`config.mk`:
```
export PLATFORM = sky130hd
export DESIGN_NAME = pie_irq_mask
export DESIGN_NICKNAME = d
export VERILOG_FILES = /design/src/verilog/pie_pkg.sv /design/src/verilog/pie_irq_mask.sv /design/src/verilog/pie_gate.sv
export SDC_FILE = /design/constraint.sdc
export NUM_CORES = 1
export LEC_CHECK = 0
export BUFFER_PORTS_ARGS = -buffer_cell sky130_fd_sc_hd__buf_2
export CORE_ASPECT_RATIO = 0.6
export CORE_MARGIN = 2
export CORE_UTILIZATION = 30
export DETAILED_ROUTE_END_ITERATION = 6
export MAX_ROUTING_LAYER = met4
export PLACE_DENSITY_LB_ADDON = 0.3
export SKIP_CTS_REPAIR_TIMING = 1
export SLEW_MARGIN = 10
export SYNTH_ARGS = -nofsm -noshare
export SYNTH_HDL_FRONTEND = slang
export SYNTH_SLANG_ARGS = --single-unit
```
`constraint.sdc`:
```
create_clock -name clk -period 1.75 [get_ports clk]
set_clock_uncertainty 0.1 [all_clocks]
set_input_delay 0.175 -clock clk [delete_from_list [all_inputs] [get_ports clk]]
set_output_delay 0.175 -clock clk [all_outputs]
set_load 0.03 [all_outputs]
```
`src/verilog/pie_pkg.sv`:
```
// package: peripheral interrupt enable mask constants and types
package pie_pkg;

   localparam logic [7:0] PIE_MASK_ADDR  = 8'he6;
   localparam logic [7:0] PIE_MASK_RESET = 8'h00;

   // bit positions
   localparam int PIE_BIT_CONV0_DONE   = 7;
   localparam int PIE_BIT_CMP2         = 6;
   localparam int PIE_BIT_CMP1         = 5;
   localparam int PIE_BIT_CMP0         = 4;
   localparam int PIE_BIT_COUNTER_ARR  = 3;
   localparam int PIE_BIT_CONV0_WINDOW = 2;
   localparam int PIE_BIT_MGMT_BUS     = 1;
   localparam int PIE_BIT_SERIAL_PERIPH = 0;

   typedef struct packed {
      logic conv0_done_irq_en;
      logic cmp2_irq_en;
      logic cmp1_irq_en;
      logic cmp0_irq_en;
      logic counter_array_irq_en;
      logic conv0_window_irq_en;
      logic mgmt_bus_irq_en;
      logic serial_periph_irq_en;
   } pie_mask_t;

   // special function register access from the core
   typedef struct packed {
      logic       wr;
      logic       rd;
      logic [7:0] addr;
      logic [7:0] wdata;
   } pie_sfr_req_t;

endpackage : pie_pkg

```
`src/verilog/pie_irq_mask.sv`:
```
// peripheral interrupt enable mask register and request gating
// Behaviour
// - bit 6 set passes comparator-2 flag requests, clear blocks them.
// - bit 5 set passes comparator-1 flag requests, clear blocks them.
// - bit 3 set passes all counter-array requests, clear masks them.
// - bit 2 clear masks converter-0 window-compare requests, set passes them.
// - bit 1 set passes management-bus serial flag requests, clear blocks them.
`timescale 1ns/1ps
module pie_irq_mask
   import pie_pkg::*;
(
   // clock, reset, enable
   input  wire logic         clk,
   input  wire logic         rst_n,
   input  wire logic         ce,
   // register access
   input  wire pie_sfr_req_t sfr_req,
   output logic [7:0]        sfr_rdata,
   output logic              sfr_hit,
   // peripheral requests, same bit order as the mask
   input  wire logic [7:0]   periph_req,
   // to core interrupt logic
   output logic [7:0]        core_req,
   output pie_mask_t         mask_out
);

   // stored enable bits, one flop per source
   logic       conv0_done_irq_en;
   logic       cmp2_irq_en;
   logic       cmp1_irq_en;
   logic       cmp0_irq_en;
   logic       counter_array_irq_en;
   logic       conv0_window_irq_en;
   logic       mgmt_bus_irq_en;
   logic       serial_periph_irq_en;
   // packed views of the enable bits and of the gated requests
   pie_mask_t  mask;
   pie_mask_t  next_mask;
   logic [7:0] mask_bits;
   logic [7:0] gated;

   // mask register decodes on every page
   function automatic logic addr_hit(input logic [7:0] addr);
      return addr == PIE_MASK_ADDR;
   endfunction : addr_hit

   // one enable bit after a possible write
   function automatic logic bit_next(
      input logic       cur,
      input logic       take,
      input logic [7:0] wdata,
      input int         pos
   );
      return take ? wdata[pos] : cur;
   endfunction : bit_next

   // access decode; writes only taken while enabled
   wire        sel    = addr_hit(sfr_req.addr);
   wire        wr_en  = ce && sfr_req.wr && sel;
   wire        rd_en  = sfr_req.rd && sel;
   wire        acc_en = (sfr_req.rd || sfr_req.wr) && sel;

   // next value of each enable bit
   wire        next_conv0_done_irq_en =
      bit_next(conv0_done_irq_en, wr_en, sfr_req.wdata, PIE_BIT_CONV0_DONE);
   wire        next_cmp2_irq_en =
      bit_next(cmp2_irq_en, wr_en, sfr_req.wdata, PIE_BIT_CMP2);
   wire        next_cmp1_irq_en =
      bit_next(cmp1_irq_en, wr_en, sfr_req.wdata, PIE_BIT_CMP1);
   wire        next_cmp0_irq_en =
      bit_next(cmp0_irq_en, wr_en, sfr_req.wdata, PIE_BIT_CMP0);
   wire        next_counter_array_irq_en =
      bit_next(counter_array_irq_en, wr_en, sfr_req.wdata, PIE_BIT_COUNTER_ARR);
   wire        next_conv0_window_irq_en =
      bit_next(conv0_window_irq_en, wr_en, sfr_req.wdata, PIE_BIT_CONV0_WINDOW);
   wire        next_mgmt_bus_irq_en =
      bit_next(mgmt_bus_irq_en, wr_en, sfr_req.wdata, PIE_BIT_MGMT_BUS);
   wire        next_serial_periph_irq_en =
      bit_next(serial_periph_irq_en, wr_en, sfr_req.wdata, PIE_BIT_SERIAL_PERIPH);

   // converter 0 end of conversion enable
   always_ff @(posedge clk or negedge rst_n) begin
      if (!rst_n) begin
         conv0_done_irq_en <= PIE_MASK_RESET[PIE_BIT_CONV0_DONE];
      end else if (ce) begin
         conv0_done_irq_en <= next_conv0_done_irq_en;
      end
   end

   // comparator 2 enable
   always_ff @(posedge clk or negedge rst_n) begin
      if (!rst_n) begin
         cmp2_irq_en <= PIE_MASK_RESET[PIE_BIT_CMP2];
      end else if (ce) begin
         cmp2_irq_en <= next_cmp2_irq_en;
      end
   end

   // comparator 1 enable
   always_ff @(posedge clk or negedge rst_n) begin
      if (!rst_n) begin
         cmp1_irq_en <= PIE_MASK_RESET[PIE_BIT_CMP1];
      end else if (ce) begin
         cmp1_irq_en <= next_cmp1_irq_en;
      end
   end

   // comparator 0 enable
   always_ff @(posedge clk or negedge rst_n) begin
      if (!rst_n) begin
         cmp0_irq_en <= PIE_MASK_RESET[PIE_BIT_CMP0];
      end else if (ce) begin
         cmp0_irq_en <= next_cmp0_irq_en;
      end
   end

   // counter array enable
   always_ff @(posedge clk or negedge rst_n) begin
      if (!rst_n) begin
         counter_array_irq_en <= PIE_MASK_RESET[PIE_BIT_COUNTER_ARR];
      end else if (ce) begin
         counter_array_irq_en <= next_counter_array_irq_en;
      end
   end

   // converter 0 window compare enable
   always_ff @(posedge clk or negedge rst_n) begin
      if (!rst_n) begin
         conv0_window_irq_en <= PIE_MASK_RESET[PIE_BIT_CONV0_WINDOW];
      end else if (ce) begin
         conv0_window_irq_en <= next_conv0_window_irq_en;
      end
   end

   // management bus enable
   always_ff @(posedge clk or negedge rst_n) begin
      if (!rst_n) begin
         mgmt_bus_irq_en <= PIE_MASK_RESET[PIE_BIT_MGMT_BUS];
      end else if (ce) begin
         mgmt_bus_irq_en <= next_mgmt_bus_irq_en;
      end
   end

   // serial peripheral enable
   always_ff @(posedge clk or negedge rst_n) begin
      if (!rst_n) begin
         serial_periph_irq_en <= PIE_MASK_RESET[PIE_BIT_SERIAL_PERIPH];
      end else if (ce) begin
         serial_periph_irq_en <= next_serial_periph_irq_en;
      end
   end

   // present and next mask, msb first as in the struct
   assign mask = pie_mask_t'({
      conv0_done_irq_en,
      cmp2_irq_en,
      cmp1_irq_en,
      cmp0_irq_en,
      counter_array_irq_en,
      conv0_window_irq_en,
      mgmt_bus_irq_en,
      serial_periph_irq_en
   });
   assign next_mask = pie_mask_t'({
      next_conv0_done_irq_en,
      next_cmp2_irq_en,
      next_cmp1_irq_en,
      next_cmp0_irq_en,
      next_counter_array_irq_en,
      next_conv0_window_irq_en,
      next_mgmt_bus_irq_en,
      next_serial_periph_irq_en
   });
   assign mask_bits = mask;

   // one enables, zero masks, per bit
   pie_gate #(
      .N (8)
   ) u_gate (
      .mask  (mask_bits),
      .req   (periph_req),
      .gated (gated)
   );

   // read data shows the mask only for a read of this register
   wire [7:0]  next_sfr_rdata = rd_en ? mask_bits : 8'h00;

   // gated requests, one cycle behind
   always_ff @(posedge clk or negedge rst_n) begin
      if (!rst_n) begin
         core_req <= 8'h00;
      end else if (ce) begin
         core_req <= gated;
      end
   end

   // copy of the mask, new value the edge of the write
   always_ff @(posedge clk or negedge rst_n) begin
      if (!rst_n) begin
         mask_out <= pie_mask_t'(PIE_MASK_RESET);
      end else if (ce) begin
         mask_out <= next_mask;
      end
   end

   // registered read data
   always_ff @(posedge clk or negedge rst_n) begin
      if (!rst_n) begin
         sfr_rdata <= 8'h00;
      end else if (ce) begin
         sfr_rdata <= next_sfr_rdata;
      end
   end

   // registered access hit
   always_ff @(posedge clk or negedge rst_n) begin
      if (!rst_n) begin
         sfr_hit <= 1'b0;
      end else if (ce) begin
         sfr_hit <= acc_en;
      end
   end

endmodule : pie_irq_mask

```
`src/verilog/pie_gate.sv`:
```
// gating of peripheral requests by the enable mask
`timescale 1ns/1ps
module pie_gate
   import pie_pkg::*;
#(
   parameter int N = 8
) (
   // mask and raw requests
   input  wire logic [N-1:0] mask,
   input  wire logic [N-1:0] req,
   // gated requests
   output logic [N-1:0]      gated
);

   assign gated = req & mask;

endmodule : pie_gate

```
Yosys cells after proc, flatten, opt, wreduce, memory -nomap -nowiden
Cells that the tools add are included.
- register bits: 25
- logic and storage cells: 22
- equality and inequality tests: 1
- mux-type cells: 3
- bitwise gates (word level): 1
- reductions and logical operators: 6
- operators with widths (operator ; count):
    $and A8 B8 Y8 ; 1
    $eq A8 B8 Y1 const B ; 1
    $mux W8 ; 1
    $logic_and A1 B1 Y1 ; 4
    $mux W1 ; 2
    $reduce_and A2 Y1 ; 1
    $logic_or A1 B1 Y1 ; 1

Logic depth before layout (Yosys ltp)
- depth in word-level cells: 3
- gate-level depth with buffers: 4

Modules after synthesis
From an unflattened synthesis, not the netlist that was laid out.
- cell total of the unflattened synthesis: 92
- area total of the unflattened synthesis: 1146.1 µm²
- modules (own cells, without submodules) (module ; times used ; cells an instance ; area each (µm²)):
    pie_irq_mask ; 1 ; 84 ; 1096.1
    pie_gate ; 1 ; 8 ; 50.0

Worst setup path after synthesis
Ideal clock, no wire load.
- kind: input-to-reg
- start point: input sfr_req[11] (netlist bit)
- end point: register cmp1_irq_en
- arrival time: 1104 ps
- data required time: 1525 ps
- setup slack: 421 ps
- cell stages on the path: 4
- buffers on the path: 1
- path through: and4bb_1 > and4_4 > buf_12 > mux2_4
- word-level cells in the longest chain between the ends: 3
- ends and longest elaborated chain (item ; RTL line ; source):
    start, declared ; pie_irq_mask.sv:17 ; input wire pie_sfr_req_t sfr_req,
    $eq A8 B8 Y1 ; pie_irq_mask.sv:44 ; return addr == PIE_MASK_ADDR;
    $logic_and A1 B1 Y1 ; pie_irq_mask.sv:59 ; wire wr_en = ce && sfr_req.wr && sel;
    $reduce_and A2 Y1 (no source line) ; n/a ;
    end signal, assigned ; pie_irq_mask.sv:102 ; cmp1_irq_en <= PIE_MASK_RESET[PIE_BIT_CMP1];
    end signal, assigned ; pie_irq_mask.sv:104 ; cmp1_irq_en <= next_cmp1_irq_en;
    end, declared ; pie_irq_mask.sv:30 ; logic cmp1_irq_en;
No other way between the ends.
A chain may end at the register's enable or synchronous reset.

Worst setup path in the final report
Ends and elaborated chain as after synthesis.

==> results.txt <==
----------------------------------------------------
[Route]
  Via Count ... 858
  DRC errors left ... 0
  Post-route ant nets ... 0
  Routed wire per std cell ... 12.5 um
  Number of DRC markers after the initial detailed-route iteration ... 35
  Vias per inst ... 4.42
  Total wire length after detailed routing ... 2430 um
  Number of optimization iterations in the first detailed-route pass ... 4

[Synth]
  Most area-consuming cells after synthesis ... sky130_fd_sc_hd__dfrtp_1, sky130_fd_sc_hd__mux2_4, sky130_fd_sc_hd__inv_1, sky130_fd_sc_hd__buf_4, sky130_fd_sc_hd__o22ai_1
  Syn Nets ... 130
  Number of synthesis warnings ... 0
  Area share of and/or/nand/nor cells after synthesis ... 9.73%
  Fraction of post-synthesis cell area in the top cell type by area ... 55.9%
  Xor and xnor fraction of the mapped netlist area ... 0%
  Count of mapped cells out of synthesis ... 101
  Post-synth EDFFs ... 0
  Async SR Flop Fraction ... 100%
  Fraction of the mapped netlist area in compound gates ... 9.28%
  Dominant combinational cell family by area after synthesis ... buffers and inverters
  Main flop type after synthesis ... sky130_fd_sc_hd__dfrtp_1
  Post-synthesis adder-cell area fraction ... 0%
  Number of storage elements in the synthesis netlist ... 25
  Cell taking the most area after synthesis ... sky130_fd_sc_hd__dfrtp_1
  Cell with the most instances after synthesis ... sky130_fd_sc_hd__dfrtp_1
  Area of the mapped netlist ... 0.00112 mm^2
  Proportion of synthesized chip area in sequential cells ... 55.9%
  Most frequent cells after synthesis ... sky130_fd_sc_hd__dfrtp_1, sky130_fd_sc_hd__inv_1, sky130_fd_sc_hd__nand3_1, sky130_fd_sc_hd__o21ai_0
  Average instance area after synthesis ... 11.1 um^2
  Mux share of post-synthesis cell area ... 10.7%
  Synth unique cells ... 15

[Floorplanning]
  Starting Density ... 30.9%
  Area of the core ... 0.00362 mm^2
  IO Pins ... 54
  Overall die area ... 0.00425 mm^2
  Site Rows ... 17
  Floorplan die width ... 82.8 um
  Overall die height ... 51.3 um

[Final layout]
  Fraction of layout instances using a drive strength above 1 ... 45.6%
  Number of non-filler instances in the completed layout ... 194
  Antenna cells ... 0
  Synth-to-layout area growth ... 26.1%
  Nets@finish ... 177
  Final design area excluding fillers ... 0.00141 mm^2

[Setup path]
  Worst setup EP type ... flop
  Crit path required time ... 1.80 ns
  Crit path kind ... primary input to flop
  Type of element launching the critical path ... primary input
  CP max FO ... 8
  Depth of the most critical reg-to-reg path ... 1
  Worst EP arrival ... 1.24 ns

[STA]
  Maximum operating frequency ... 845 MHz
  Worst Max-Slew Pin Slew ... 0.557 ns
  Final number of max-transition violations ... 0
  Setup TNS Final ... 0 ns
  RSZ-0062 raised after global routing ... no
  Period utilization ... 67.6%
  Period minus WS final ... 1.18 ns
  Setup Viol. Count Final ... 0
  Worst-case hold slack ... 0.0335 ns
  Headroom to the max-slew limit ... 62.9%
  Endpoints failing hold ... 0

[Placed design]
  Number of port buffers ... 53
  Final RePlAce weighted congestion ... 0.744
  Detail Placement HPWL ... 1880 um
  Cell area reported after detailed placement ... 0.00135 mm^2
  Inst Count DP ... 189

[Global route]
  Vias in the first global route ... 812
  Pin count of the biggest net entering global routing ... 35
  Wire length of the first global-routing pass ... 3990 um
  Global Route Usage Sum ... 12.5%
  Leftover overflow at the end of global routing ... 0
  Initial antenna violation count ... 0

[Pwr]
  Max IR drop VDD ... 0.000363 V
  Pwr dens ... 725 mW/mm^2
  Cell leakage power ... 0.000731 uW

[Clocking]
  Clock latency at the later pin of the worst-skew pair ... 0.27 ns
  CTS Root Cell ... sky130_fd_sc_hd__clkbuf_8
  Clock tree from TritonCTS ... built
  Maximum number of buffers from clock root to sink ... 2
  Clock transition at path regs ... 0.09 ns
  Number of H-tree branching levels ... 1
  Number of sinks handled by clock tree synthesis ... 25
  Number of buffers created by CTS ... 3

[Worst hold path]
  Hold Path Class ... primary input to flop
  Number of cells on the worst hold path ... 2

[Outcome]
  Result of the run ... complete, no violations

[Job]
  Max-capacitance violation count ... 0

----------------------------------------------------
[metrics by stage]
step	power (uW)	util, %	worst slack, ns
finish	1020	39.0	0.566
floorplan	650	-	0.421
detailed placement	700	37.4	0.279
CTS	1050	38.7	0.551
global placement	696	37.4	0.297
global route	1080	39.0	0.524
[sequential cells by signal, summed over array words and instances (netlist names)]
name                  count
cmp1_irq_en               1
mask_out                  2
conv0_done_irq_en         1
conv0_window_irq_en       1
sfr_rdata                 8
counter_array_irq_en      1
core_req                  8
cmp2_irq_en               1
sfr_hit                   1
mgmt_bus_irq_en           1
[per-layer routing]
metal  part of all wire (%)  vias to the layer above  global-route usage (%)
li1                       -                      417                       -
met2                     45                       33                    19.4
met3                    8.7                        0                    5.65
met5                      0                        -                       -
met1                     46                      408                    15.6
met4                      0                        0                    1.64
[worst max-delay path, cell delays in order]
cell                       delay (ns)
sky130_fd_sc_hd__buf_2           0.09
sky130_fd_sc_hd__and4bb_1        0.30
sky130_fd_sc_hd__and4_4          0.35
sky130_fd_sc_hd__mux2_4          0.31
[cell families after synthesis]
family,count (synthesis)
buf+inv,30
flops,25
simple gates,20
compound gates,18
mux,8
[layout by cell type, fill, tap and decap left out, types with 3 or more instances in the layout]
master | Yosys | layout
sky130_fd_sc_hd__buf_2 | 1 | 53
sky130_fd_sc_hd__dfrtp_1 | 25 | 25
sky130_fd_sc_hd__clkbuf_8 | 0 | 3
sky130_fd_sc_hd__o21ai_0 | 9 | 9
sky130_fd_sc_hd__nand2_1 | 8 | 8
sky130_fd_sc_hd__nand3_1 | 9 | 9
sky130_fd_sc_hd__mux2_4 | 8 | 8
sky130_fd_sc_hd__o22ai_1 | 8 | 8
sky130_fd_sc_hd__inv_1 | 17 | 17
[area by class of cell]
class                      count  area (um^2)
clock buffer                   3         41.3
tap                           47         58.8
sequential                    25          626
multi-input combinational     46          333
fill                         380         2210
timing repair buffer          55          283
inverter                      17         63.8
clock inverter                 1         5.00
[power breakdown]
part | total (uW) | internal (uW) | switching, uW | leakage (uW)
combinational | 95.3 | 40.4 | 54.9 | 0.000358
clock | 335 | 159 | 176 | 0.0000255
sequential | 592 | 585 | 6.92 | 0.000348
total | 1020 | 784 | 238 | 0.000731
[final timing paths]
kind,startpoint,to,slack (ns)
setup reg to reg,mgmt_bus_irq_en$_DFFE_PN0P_,mgmt_bus_irq_en$_DFFE_PN0P_,0.84
max in group asynchronous,rst_n,sfr_rdata[6]$_DFFE_PN0P_,0.85
min in group asynchronous,rst_n,core_req[3]$_DFFE_PN0P_,0.33
hold reg to reg,core_req[7]$_DFFE_PN0P_,core_req[7]$_DFFE_PN0P_,0.42
setup / recovery,sfr_req[11],cmp1_irq_en$_DFFE_PN0P_,0.57
hold / removal,sfr_req[3],counter_array_irq_en$_DFFE_PN0P_,0.03
Note: power is estimated with default switching activity, not from simulation.
